## src/rtl/ports_params.svh

```systemverilog
/*
 * Register selects, field positions, mode codes and reset values for the
 * parallel port block. Assumes inclusion by bare name from rtl/ files.
 */
`ifndef PORTS_PARAMS_SVH
`define PORTS_PARAMS_SVH

// Register selects on the four select lines
`define REG_PORT_B_DATA 4'h0
`define REG_PORT_A_DATA 4'h1
`define REG_PORT_B_DIR 4'h2
`define REG_PORT_A_DIR 4'h3
`define REG_AUX_CTRL 4'hb
`define REG_PERIPH_CTRL 4'hc
`define REG_FLAGS 4'hd
`define REG_PORT_A_QUIET 4'hf

// Auxiliary control: input latch enables
`define AUX_LATCH_A_BIT 0
`define AUX_LATCH_B_BIT 1

// Peripheral control fields
`define PCR_A_IN_EDGE_BIT 0
`define PCR_A_IO_LSB 1
`define PCR_A_IO_MSB 3
`define PCR_B_IN_EDGE_BIT 4
`define PCR_B_IO_LSB 5
`define PCR_B_IO_MSB 7

// Control-io field codes (output modes have the top bit set)
`define IO_HANDSHAKE 3'h4
`define IO_PULSE 3'h5
`define IO_LOW 3'h6
`define IO_HIGH 3'h7

// Flag register bit positions
`define FLAG_A_IO_BIT 0
`define FLAG_A_IN_BIT 1
`define FLAG_B_IO_BIT 3
`define FLAG_B_IN_BIT 4

// Reset value, port width and capture buffer depth
`define RESET_BYTE 8'h00
`define PORT_WIDTH 8
`define FIFO_DEPTH 8

`endif

```

## src/rtl/ports_pkg.sv

```systemverilog
/*
 * Types shared by the parallel port block.
 * Assumes ports_params.svh is compiled alongside.
 */
package ports_pkg;

    // Behaviour of a control-io line
    typedef enum logic [2:0] {
        IoInput,
        IoHandshake,
        IoPulse,
        IoLow,
        IoHigh
    } io_mode_t;

    // Whole state of the port block
    typedef struct packed {
        logic [7:0] outA;      // Output register A
        logic [7:0] outB;      // Output register B
        logic [7:0] dirA;      // Direction A, 1 = output
        logic [7:0] dirB;      // Direction B, 1 = output
        logic [7:0] aux;       // Latch enables
        logic [7:0] pctl;      // Control-line modes
        logic [7:0] flags;     // Sticky edge flags
        logic [7:0] latchB;    // Port B capture
        logic ioAOut;          // Port A control-io level
        logic ioBOut;          // Port B control-io level
        logic [7:0] rdData;    // Read data to bus
        logic rdValid;         // Bus driven
    } port_state_t;

endpackage

```

## src/rtl/sync_edge.sv

```systemverilog
/*
 * Two-flop synchroniser with a selectable-polarity edge detector.
 * Assumes an asynchronous pin and a clean synchronous-release reset.
 */
`timescale 1ns/1ps
`default_nettype none

module sync_edge (
    // Clock and reset
    input wire logic clk,
    input wire logic rstN,
    // Pin and polarity
    input wire logic pinIn,
    input wire logic risingSel,
    // One-cycle edge pulse
    output logic edgePulse
);

    // Sync chain plus previous settled value
    typedef struct packed {
        logic s1;
        logic s2;
        logic prev;
    } sync_state_t;

    sync_state_t q, d;

    // Only s2 and prev feed the detector; s1 stays isolated
    always_comb begin
        d.s1 = pinIn;
        d.s2 = q.s1;
        d.prev = q.s2;
    end

    // Edge of the settled level, one pulse per transition of the selected polarity
    assign edgePulse = risingSel ? (q.s2 & ~q.prev) : (~q.s2 & q.prev);

    // State register
    always_ff @(posedge clk or negedge rstN) begin
        if (!rstN) begin
            q <= '0;
        end else begin
            q <= d;
        end
    end

endmodule

`default_nettype wire

```

## src/rtl/fifo_buffer.sv

```systemverilog
/*
 * Small flip-flop FIFO with valid/ready on both sides.
 * Assumes DEPTH is a power of two and a synchronous-release reset.
 */
`timescale 1ns/1ps
`default_nettype none

module fifo_buffer #(
    parameter int WIDTH = 8,
    parameter int DEPTH = 8
) (
    // Clock and reset
    input wire logic clk,
    input wire logic rstN,
    // Fill side
    input wire logic inValid,
    output logic inReady,
    input wire logic [WIDTH-1:0] inData,
    // Drain side
    output logic outValid,
    input wire logic outReady,
    output logic [WIDTH-1:0] outData
);

    localparam int AW = $clog2(DEPTH);

    // Storage and pointers
    typedef struct packed {
        logic [DEPTH-1:0][WIDTH-1:0] mem;
        logic [AW-1:0] wrPtr;
        logic [AW-1:0] rdPtr;
        logic [AW:0] count;
    } fifo_state_t;

    fifo_state_t q, d;
    logic push, pop;

    // Honest flags from the occupancy count
    assign inReady = (q.count != DEPTH[AW:0]);
    assign outValid = (q.count != '0);
    assign outData = q.mem[q.rdPtr];
    assign push = inValid & inReady;
    assign pop = outValid & outReady;

    // Next state
    always_comb begin
        d = q;
        if (push) begin
            d.mem[q.wrPtr] = inData;
            d.wrPtr = q.wrPtr + 1'b1;
        end
        if (pop) begin
            d.rdPtr = q.rdPtr + 1'b1;
        end
        // Simultaneous push and pop keep the count
        if (push && !pop) begin
            d.count = q.count + 1'b1;
        end else if (pop && !push) begin
            d.count = q.count - 1'b1;
        end
    end

    // State register
    always_ff @(posedge clk or negedge rstN) begin
        if (!rstN) begin
            q <= '0;
        end else begin
            q <= d;
        end
    end

endmodule

`default_nettype wire

```

## src/rtl/parallel_ports.sv

```systemverilog
/*
 * Two 8-bit peripheral ports with direction, output and input registers,
 * input latching on control-line edges and read/write handshaking.
 * Assumes a host that drives selects, read/write and data synchronous to
 * sys_clk, one register access per selected clock cycle.
 */
`include "ports_params.svh"
`timescale 1ns/1ps
`default_nettype none

// Function
// Direction bit zero input, one output
// Output pins follow output register bits
// Writes to input pins stored, not driven
// Port read returns input register contents
// Unlatched port A follows live pins
// Latched port A holds edge-captured pins
// Reading latched A returns to transparent
// Port A reads actual pin levels
// Port B output pins read register
// Port B inputs read latched or live
// Latch enables live in auxiliary control
// A handshakes both ways, B writes only
// Read handshake: A input ready, io taken
// Data-ready edge sets pollable flag
// Peripheral signals data ready when valid
// Peripheral presents next byte after taken
// Reset clears registers, all pins input
// Select fifteen is port A without handshake
// Data-taken pulse or level, released by ready
// Control inputs synchronised before edge detect
module parallel_ports (
    // Clock and reset
    input wire logic sys_clk,
    input wire logic rstn,
    // Host register port
    input wire logic chipSel,
    input wire logic chipSelN,
    input wire logic [3:0] regSel,
    input wire logic readNotWrite,
    input wire logic [7:0] dataIn,
    output logic [7:0] dataOut,
    output logic dataOe,
    // Port A pins
    input wire logic [7:0] port_a_pins_in,
    output logic [7:0] port_a_pins_out,
    output logic [7:0] port_a_pins_oe,
    // Port B pins
    input wire logic [7:0] port_b_pins_in,
    output logic [7:0] port_b_pins_out,
    output logic [7:0] port_b_pins_oe,
    // Port A control lines
    input wire logic port_a_ctrl_in,
    input wire logic port_a_ctrl_io_in,
    output logic port_a_ctrl_io_out,
    output logic port_a_ctrl_io_oe,
    // Port B control lines
    input wire logic port_b_ctrl_in,
    input wire logic port_b_ctrl_io_in,
    output logic port_b_ctrl_io_out,
    output logic port_b_ctrl_io_oe,
    // Capture buffer has room
    output logic captureReady
);

    // Control-io field to mode
    function automatic ports_pkg::io_mode_t decodeIo(input logic [2:0] field);
        ports_pkg::io_mode_t m;
        case (field)
            `IO_HANDSHAKE: m = ports_pkg::IoHandshake;
            `IO_PULSE: m = ports_pkg::IoPulse;
            `IO_LOW: m = ports_pkg::IoLow;
            `IO_HIGH: m = ports_pkg::IoHigh;
            default: m = ports_pkg::IoInput;
        endcase
        return m;
    endfunction

    // Level driven on a control-io line in output modes
    function automatic logic ioLevel(input ports_pkg::io_mode_t m, input logic held);
        logic v;
        case (m)
            ports_pkg::IoLow: v = 1'b0;
            ports_pkg::IoHigh: v = 1'b1;
            default: v = held;
        endcase
        return v;
    endfunction

    // Reset release chain
    logic rstMeta, rstSyncN;

    // Reset asserts at once, releases after two edges
    always_ff @(posedge sys_clk or negedge rstn) begin
        if (!rstn) begin
            rstMeta <= 1'b0;
            rstSyncN <= 1'b0;
        end else begin
            rstMeta <= 1'b1;
            rstSyncN <= rstMeta;
        end
    end

    ports_pkg::port_state_t q, d;   // Block state
    ports_pkg::io_mode_t modeA;     // Port A control-io mode
    ports_pkg::io_mode_t modeB;     // Port B control-io mode
    logic edgeAIn, edgeAIo;         // Port A control edges
    logic edgeBIn, edgeBIo;         // Port B control edges
    logic fifoValid, fifoPop;       // Capture drain side
    logic [7:0] fifoHead;           // Oldest captured byte
    logic capPush;                  // Capture request
    logic latchA, latchB;           // Latch enables
    logic sel, rd, wr;              // Bus decode
    logic accA, accAQuiet;          // Port A data accesses
    logic [7:0] inRegA, inRegB;     // Input register views

    assign modeA = decodeIo(q.pctl[`PCR_A_IO_MSB:`PCR_A_IO_LSB]);
    assign modeB = decodeIo(q.pctl[`PCR_B_IO_MSB:`PCR_B_IO_LSB]);
    assign latchA = q.aux[`AUX_LATCH_A_BIT];
    assign latchB = q.aux[`AUX_LATCH_B_BIT];

    // Control inputs are synchronised before any edge is taken
    sync_edge u_sync_a_in (
        .clk(sys_clk),
        .rstN(rstSyncN),
        .pinIn(port_a_ctrl_in),
        .risingSel(q.pctl[`PCR_A_IN_EDGE_BIT]),
        .edgePulse(edgeAIn)
    );
    sync_edge u_sync_a_io (
        .clk(sys_clk),
        .rstN(rstSyncN),
        .pinIn(port_a_ctrl_io_in),
        .risingSel(q.pctl[`PCR_A_IO_LSB+1]),
        .edgePulse(edgeAIo)
    );
    sync_edge u_sync_b_in (
        .clk(sys_clk),
        .rstN(rstSyncN),
        .pinIn(port_b_ctrl_in),
        .risingSel(q.pctl[`PCR_B_IN_EDGE_BIT]),
        .edgePulse(edgeBIn)
    );
    sync_edge u_sync_b_io (
        .clk(sys_clk),
        .rstN(rstSyncN),
        .pinIn(port_b_ctrl_io_in),
        .risingSel(q.pctl[`PCR_B_IO_LSB+1]),
        .edgePulse(edgeBIo)
    );

    // Bus decode: one access per selected cycle
    assign sel = chipSel & ~chipSelN;
    assign rd = sel & readNotWrite;
    assign wr = sel & ~readNotWrite;
    assign accA = sel & (regSel == `REG_PORT_A_DATA);
    assign accAQuiet = sel & (regSel == `REG_PORT_A_QUIET);

    // Edge captures queue so a fast peripheral is not lost
    assign capPush = latchA & edgeAIn;
    assign fifoPop = latchA & rd & (accA | accAQuiet);

    fifo_buffer #(
        .WIDTH(`PORT_WIDTH),
        .DEPTH(`FIFO_DEPTH)
    ) u_capture (
        .clk(sys_clk),
        .rstN(rstSyncN),
        .inValid(capPush),
        .inReady(captureReady),
        .inData(port_a_pins_in),
        .outValid(fifoValid),
        .outReady(fifoPop),
        .outData(fifoHead)
    );

    // Port A sees the held capture, else the live pin levels
    always_comb begin
        if (latchA && fifoValid) begin
            inRegA = fifoHead;
        end else begin
            inRegA = port_a_pins_in;
        end
    end

    // Port B: outputs read back the register, inputs live or latched
    always_comb begin
        for (int i = 0; i < `PORT_WIDTH; i++) begin
            if (q.dirB[i]) begin
                inRegB[i] = q.outB[i];
            end else if (latchB) begin
                inRegB[i] = q.latchB[i];
            end else begin
                inRegB[i] = port_b_pins_in[i];
            end
        end
    end

    // Next-state logic
    always_comb begin
        d = q;
        d.rdValid = rd;
        d.rdData = `RESET_BYTE;

        // Register writes; input-pin bits are stored all the same
        if (wr) begin
            case (regSel)
                `REG_PORT_B_DATA: d.outB = dataIn;
                `REG_PORT_A_DATA, `REG_PORT_A_QUIET: d.outA = dataIn;
                `REG_PORT_B_DIR: d.dirB = dataIn;
                `REG_PORT_A_DIR: d.dirA = dataIn;
                `REG_AUX_CTRL: d.aux = dataIn;
                `REG_PERIPH_CTRL: d.pctl = dataIn;
                `REG_FLAGS: d.flags = q.flags & ~dataIn;
                default: d.outA = q.outA;
            endcase
        end

        // Register reads, registered onto the bus
        if (rd) begin
            case (regSel)
                `REG_PORT_B_DATA: d.rdData = inRegB;
                `REG_PORT_A_DATA, `REG_PORT_A_QUIET: d.rdData = inRegA;
                `REG_PORT_B_DIR: d.rdData = q.dirB;
                `REG_PORT_A_DIR: d.rdData = q.dirA;
                `REG_AUX_CTRL: d.rdData = q.aux;
                `REG_PERIPH_CTRL: d.rdData = q.pctl;
                `REG_FLAGS: d.rdData = q.flags;
                default: d.rdData = `RESET_BYTE;
            endcase
        end

        // Port B capture on each input-line active edge
        if (edgeBIn) begin
            d.latchB = port_b_pins_in;
        end

        // Handshaking access on port A clears its flags first
        if (accA) begin
            d.flags[`FLAG_A_IN_BIT] = 1'b0;
            d.flags[`FLAG_A_IO_BIT] = 1'b0;
        end
        if (wr && regSel == `REG_PORT_B_DATA) begin
            d.flags[`FLAG_B_IN_BIT] = 1'b0;
            d.flags[`FLAG_B_IO_BIT] = 1'b0;
        end

        // Edge sets take precedence over any clear
        if (edgeAIn) begin
            d.flags[`FLAG_A_IN_BIT] = 1'b1;
        end
        if (edgeAIo && modeA == ports_pkg::IoInput) begin
            d.flags[`FLAG_A_IO_BIT] = 1'b1;
        end
        if (edgeBIn) begin
            d.flags[`FLAG_B_IN_BIT] = 1'b1;
        end
        if (edgeBIo && modeB == ports_pkg::IoInput) begin
            d.flags[`FLAG_B_IO_BIT] = 1'b1;
        end

        // Port A control-io: data taken on read, data ready on write
        case (modeA)
            ports_pkg::IoHandshake: begin
                if (accA) begin
                    d.ioAOut = 1'b0;
                end else if (edgeAIn && (captureReady || !latchA)) begin
                    // Full capture queue holds the peripheral off
                    d.ioAOut = 1'b1;
                end
            end
            ports_pkg::IoPulse: begin
                d.ioAOut = ~accA;
            end
            default: begin
                d.ioAOut = 1'b1;
            end
        endcase

        // Port B control-io: write handshaking only
        case (modeB)
            ports_pkg::IoHandshake: begin
                if (wr && regSel == `REG_PORT_B_DATA) begin
                    d.ioBOut = 1'b0;
                end else if (edgeBIn) begin
                    d.ioBOut = 1'b1;
                end
            end
            ports_pkg::IoPulse: begin
                d.ioBOut = ~(wr && regSel == `REG_PORT_B_DATA);
            end
            default: begin
                d.ioBOut = 1'b1;
            end
        endcase
    end

    // State register; reset clears every register to zero except ioAOut and ioBOut, which load one
    always_ff @(posedge sys_clk or negedge rstSyncN) begin
        if (!rstSyncN) begin
            q <= '0;
            q.ioAOut <= 1'b1;
            q.ioBOut <= 1'b1;
        end else begin
            q <= d;
        end
    end

    // Pins: direction picks the driver, output register the level
    assign port_a_pins_out = q.outA;
    assign port_a_pins_oe = q.dirA;
    assign port_b_pins_out = q.outB;
    assign port_b_pins_oe = q.dirB;

    // Control-io drivers only in output modes
    assign port_a_ctrl_io_oe = (modeA != ports_pkg::IoInput);
    assign port_a_ctrl_io_out = ioLevel(modeA, q.ioAOut);
    assign port_b_ctrl_io_oe = (modeB != ports_pkg::IoInput);
    assign port_b_ctrl_io_out = ioLevel(modeB, q.ioBOut);

    // Bus read data
    assign dataOut = q.rdData;
    assign dataOe = q.rdValid;

endmodule

`default_nettype wire

```

## config.mk

```make
export PLATFORM = sky130hd
export DESIGN_NAME = parallel_ports
export DESIGN_NICKNAME = d
export VERILOG_FILES = /design/src/rtl/ports_pkg.sv /design/src/rtl/sync_edge.sv /design/src/rtl/fifo_buffer.sv /design/src/rtl/parallel_ports.sv
export VERILOG_INCLUDE_DIRS = /design/src /design/src/rtl
export SDC_FILE = /design/constraint.sdc
export NUM_CORES = 1
export LEC_CHECK = 0
export ABC_AREA = 1
export BUFFER_PORTS_ARGS = -buffer_cell sky130_fd_sc_hd__buf_2
export CAP_MARGIN = 40
export CORE_ASPECT_RATIO = 0.6
export CORE_MARGIN = 4
export CORE_UTILIZATION = 54
export CTS_CLUSTER_DIAMETER = 60
export DETAILED_ROUTE_END_ITERATION = 12
export GPL_ROUTABILITY_DRIVEN = 0
export PLACE_DENSITY = 0.74
export SYNTH_ARGS = -nofsm -noshare
export SYNTH_HDL_FRONTEND = slang
export SYNTH_SLANG_ARGS = --single-unit
```

## constraint.sdc

```tcl
create_clock -name sys_clk -period 7 [get_ports sys_clk]
set_input_delay 1.4 -clock sys_clk [delete_from_list [all_inputs] [get_ports sys_clk]]
set_output_delay 1.4 -clock sys_clk [all_outputs]
set_load 0.05 [all_outputs]
```

==> results.cfg, run 1 <==
[status]
status = finished, final reports clean

[yosys]
synth.distinct_cells = 37
syn_area_per_cell_sq_um = 8.16
synth_xor_area_share_pct = 0.881
syn_nets = 1018
synth_top_area_share_pct = 50.6
synth-compound-area-share_pct = 12.6
syn-cell-area_sq_um = 7960
synth-adder-area-share_pct = 1.04
synthMuxAreaShare_pct = 0
synth-warning-count = 0
synthFlopType = dfrtp_1
yosysTopAreaCell = dfrtp_1
synth_top_family_by_area = simple AND/OR/NAND/NOR gates
synth_simple_gate_area_share_pct = 21.9
synth_area_leaders = dfrtp_1, nand2_1, inv_1
synthCells = 975
synth.most_common_cell = nand2_1
synth-edff-count = 0
synth-async-reset-ratio_pct = 100
synth_common_cells = nand2_1, dfrtp_1, inv_1
yosys_register_bits = 163
ys_seq_area_share_pct = 51.3

[place]
port_buffers = 82
place_ws_ns = 3.24
dp_hpwl_microns = 13400
placed_cells = 1188

[cts]
cts_max_level = 4
cts.clk_slew.worst_paths_ns = 0.07
ctsResizeCount = 0
clock-sinks = 163
cts_buffers = 17
clk_latency_ns = 0.43
clock_path_buffers = 2
postCtsHoldBufs = 0
cts_setup_buffers = 0
cts_tree = yes
cts_root_buf = clkbuf_16

[critical_path]
crit_arrival_ns = 3.71
crit_fanout = 11
crit_path_start = regSel[2]
r2r_start = u_capture.q[5]$_DFFE_PN0P_
crit_path_end_kind = flop
critPathLaunchType = primary input
critPathKind = in -> reg
cp.required_ns = 7.34
cp_cell_sequence = buf_2, nor2_1, nand2_1, o21ai_2, nand3_2, ha_1, inv_1, ha_1, a21o_1, a21oi_1, xor2_1, nand2_1, o21ai_0
reg2reg_slack_ns = 4.42
crit_slowest_cell = ha_1
critical_path.max_stage_delay_ns = 0.28

[timing]
setup_viol = 0
slew_viol_final = 0
fmax_mhz = 297
fin_crit_ns = 3.37
worst_pin_slew_ns = 0.861
finalSetupTns_ns = 0
hold_viol_final = 0
layout_setup_ws_ns = 3.63
maxSlewHeadroom_pct = 42.6
finClkSkew_ns = 0.0117
fin_crit_sh_pct = 48.2
rsz0062_at_grt = false
holdWs_ns = 0.312

[global_routing]
grt_pass1_vias = 5764
grt_use_total_pct = 23.9
grt_pass1_wl_microns = 31000
antenna_found_initial = 0
grt_start_max_net_pins = 47
globalRouteOverflowTotal = 0

[floorplan]
io_pins = 83
die_height_microns = 102
die-area_sq_um = 16800
die_x_microns = 165
design.core.area_sq_um = 14500
start_util_pct = 55.0
num_rows = 34

[run]
cap_violations = 0

[drt]
ant_nets = 0
drtIter0Drc = 657
num_vias = 6355
wl_per_cell_microns = 15.8
drtPass1Iterations = 5
routed_wl_microns = 19300
drcViolationCount = 0
via_per_inst = 5.21

[pwr]
vdd_drop_max_uv = 173
power_density_nw_per_um2 = 315
p_leak_nw = 4.83

[final_layout]
area_delta_synth_final_pct = 10.4
drive_gt1_share_pct = 15.2
num-fill-cells = 1287
final_cells = 1220
n_antenna_cell = 0
final_net_count = 1052

[min_path]
min_path_type = reg -> async
-- per-layer routing --
metal | wire length [microns] | GRT usage, %
met3 | 1820 | 5.88
met2 | 7930 | 32.5
met4 | 163 | 4.92
met5 | 0 | 0
met1 | 9380 | 38.6
-- worst max-delay path, delay by kind of cell --
| kind | cells | cell delay (ns) |
|---|---|---|
| buf+inv | 2 | 0.27 |
| compound gates | 4 | 0.66 |
| simple gates | 4 | 0.72 |
| xor+xnor | 1 | 0.16 |
| fa+ha+maj | 2 | 0.53 |
-- registers in the layout, indices dropped and copies added, names as in the netlist, 8 cells and up --
register,count
u_capture.q,74
q,32
port_a_pins_oe,8
port_a_pins_out,8
port_b_pins_out,8
dataOut,8
port_b_pins_oe,8
-- worst paths after layout --
check,endpoint,depth (start not counted)
min in group sys_clk,rstSyncN$_DFF_PN0_,0
min,u_capture.q[9]$_DFFE_PN0P_,0
max reg2reg,dataOut[2]$_DFF_PN0_,7
max in group asynchronous,dataOe$_DFF_PN0_,2
max,u_capture.q[3]$_DFFE_PN0P_,13
min reg2reg,u_capture.q[9]$_DFFE_PN0P_,0
-- cell usage in the layout (no fill, tap or decap), types with 3 or more instances in the layout --
cell	instances
a21oi_1	34
buf_2	82
inv_2	3
buf_4	3
dfrtp_1	160
o21ai_1	53
nand2_1	294
o21ai_0	77
o211ai_1	5
inv_1	118
o21ai_2	11
nand3_1	58
inv_8	7
nand2_4	6
nor2_1	42
ha_1	5
clkbuf_16	17
inv_6	4
xor2_1	6
nand2_2	4
-- report_power, final --
part	leakage [nW]	internal [mW]	switching, mW
Combinational	2.73	0.206	0.425
Sequential	1.81	1.10	0.121
Clock	0.289	0.479	0.435
Total	4.83	1.78	0.982
-- stage by stage --
stage          total power [mW]  utilization (%)  instance area, sq um
2_1_floorplan              1.74                -                  7960
3_3_place_gp               1.84             56.2                  8130
3_5_place_dp               1.86             56.8                  8210
4_1_cts                    2.78             60.8                  8790
5_1_grt                    2.92             60.8                  8790
6_report                   2.76             60.8                  8790
-- area by class of cell --
type	count	area, sq um	area share [%]
Clock buffer	17	425	4.84
Clock inverter	15	153	1.74
Inverter	123	462	5.25
Multi-Input combinational cell	616	2910	33.1
Sequential cell	163	4090	46.5
Tap cell	198	248	2.82
Timing Repair Buffer	88	508	5.78
-- cell families after synthesis --
family                     Yosys count
other                                1
and+or+nand+nor                    414
DFF                                163
adders and majority gates            6
AOI/OAI and AO/OA                  187
buffers and inverters              196
xor gates and xnor gates             8
(Power assumes the default switching activity.)
==> run 2: changes to the inputs <==
==> constraint.sdc (replaced) <==
create_clock -name sys_clk -period 3.4 [get_ports sys_clk]
set_input_delay 0.68 -clock sys_clk [delete_from_list [all_inputs] [get_ports sys_clk]]
set_output_delay 0.68 -clock sys_clk [all_outputs]
set_load 0.05 [all_outputs]
==> run 2 against run 1 <==
Against the previous run:
- cell count up 0.16%
- sequential cell count unchanged
- highest routed layer unchanged
- register-to-register slack got worse by 3.5 ns
- count of clock-buffer cells in the layout is the same
- critical path type unchanged
- utilization grew 0.078 points
==> results.cfg, run 2 (same netlist as run 1, synthesis figures left out) <==
[status]
status = finished, final reports clean

[critical_path]
crit_path_start = regSel[2]
cp.required_ns = 3.75
critPathTopFamily = simple AND/OR/NAND/NOR gates
crit_arrival_ns = 2.95
crit_slowest_cell = o21ai_2
cp_cell_sequence = buf_2, nor2_1, nand2_1, o21ai_2, nand3_2, ha_1, inv_1, ha_1, a21o_1, a21oi_1, xor2_1, nand2_1, o21ai_0
r2r_start = q[27]$_DFFE_PN0P_
crit_path_end_kind = flop
path_depth = 13
reg2reg_depth = 14
reg2reg_slack_ns = 0.95
crit_fanout = 11
critical_path.max_stage_delay_ns = 0.27
critPathKind = in -> reg
critPathLaunchType = primary input
path_buf_inv = 2

[global_routing]
grt_use_total_pct = 24.1
antenna_found_initial = 0
globalRouteOverflowTotal = 0
grt_pass1_wl_microns = 31100
grt_start_max_net_pins = 66
grt_pass1_vias = 5884

[timing]
finClkSkew_ns = 0.0104
maxSlewHeadroom_pct = 56.6
rsz0062_at_grt = false
hold_viol_final = 0
fmax_mhz = 386
fin_crit_sh_pct = 76.3
setup_viol = 0
worst_pin_slew_ns = 0.650
fin_crit_ns = 2.59
holdWs_ns = 0.0208
slew_viol_final = 0
finalSetupTns_ns = 0
layout_setup_ws_ns = 0.806

[drt]
ant_nets = 0
wl_per_cell_microns = 15.9
via_per_inst = 5.23
drtIter0Drc = 762
num_vias = 6391
drcViolationCount = 0
drtPass1Iterations = 5
routed_wl_microns = 19400

[cts]
postCtsHoldBufs = 0
cts_buffers = 17
clock-sinks = 163
cts_max_level = 4
ctsResizeCount = 0
clk_latency_ns = 0.43
cts_tree = yes
cts.clk_slew.worst_paths_ns = 0.07
cts_root_buf = clkbuf_16
cts_setup_buffers = 0
clock_path_buffers = 2

[floorplan]
die_x_microns = 165
die-area_sq_um = 16800
io_pins = 83
num_rows = 34
design.core.area_sq_um = 14500
die_height_microns = 102
start_util_pct = 55.0

[pwr]
p_leak_nw = 4.83
power_density_nw_per_um2 = 657
total_power_mw = 5.78
vdd_drop_max_uv = 355

[final_layout]
final_common_cell = nand2_1
reg_top3 = u_capture.q (74), q (32)
top_register = u_capture.q
final_net_count = 1054
n_antenna_cell = 0
largest_reg_flops = 74
drive_gt1_share_pct = 15.3
final_cell_mix = nand2_1, dfrtp_1, inv_1
num-fill-cells = 1267
area_delta_synth_final_pct = 10.6

[min_path]
min_path_type = in -> async

[place]
port_buffers = 82
place_ws_ns = 0.385
dp_hpwl_microns = 13200

[run]
cap_violations = 0
## run 2: final timing paths
check	to
max	u_capture.q[3]$_DFFE_PN0P_
min	rstSyncN$_DFF_PN0_
max reg2reg	u_capture.q[3]$_DFFE_PN0P_
min reg2reg	port_a_pins_out[0]$_DFFE_PN0P_
max in group asynchronous	q[10]$_DFFE_PN1P_
min in group sys_clk	u_sync_b_in.d[1]$_DFF_PN0_
## run 2: power by group
group | total, mW | internal [mW] | switching, mW | leakage (nW)
registers | 2.49 | 2.26 | 0.235 | 1.81
logic | 1.31 | 0.421 | 0.885 | 2.72
clock network | 1.98 | 1.06 | 0.918 | 0.298
## run 2: final cells by class
class | instances | area (sq um) | area share (%)
Inverter | 123 | 462 | 5.25
Clock inverter | 15 | 189 | 2.15
Clock buffer | 17 | 425 | 4.84
Timing Repair Buffer | 90 | 483 | 5.49
Sequential cell | 163 | 4090 | 46.4
Tap cell | 198 | 248 | 2.82
Multi-Input combinational cell | 616 | 2910 | 33.0
## run 2: metrics by stage
stage	instances	util, %	area (sq um)
final	1222	60.8	8800
after global routing	1222	60.8	8800
after CTS	1222	60.8	8800
after detailed placement	1190	56.6	8180
after global placement	1190	56.6	8180
after floorplan	975	-	7960
## run 2: per-layer routing
metal / share of wire [%] / up-vias / GRT usage (%)
met3: 9.2 / 20 / 6.81
met1: 49 / 3027 / 38.5
met2: 40 / 239 / 32.3
li1: - / 3105 / -
met4: 1.1 / 0 / 5.43
met5: 0 / - / 0
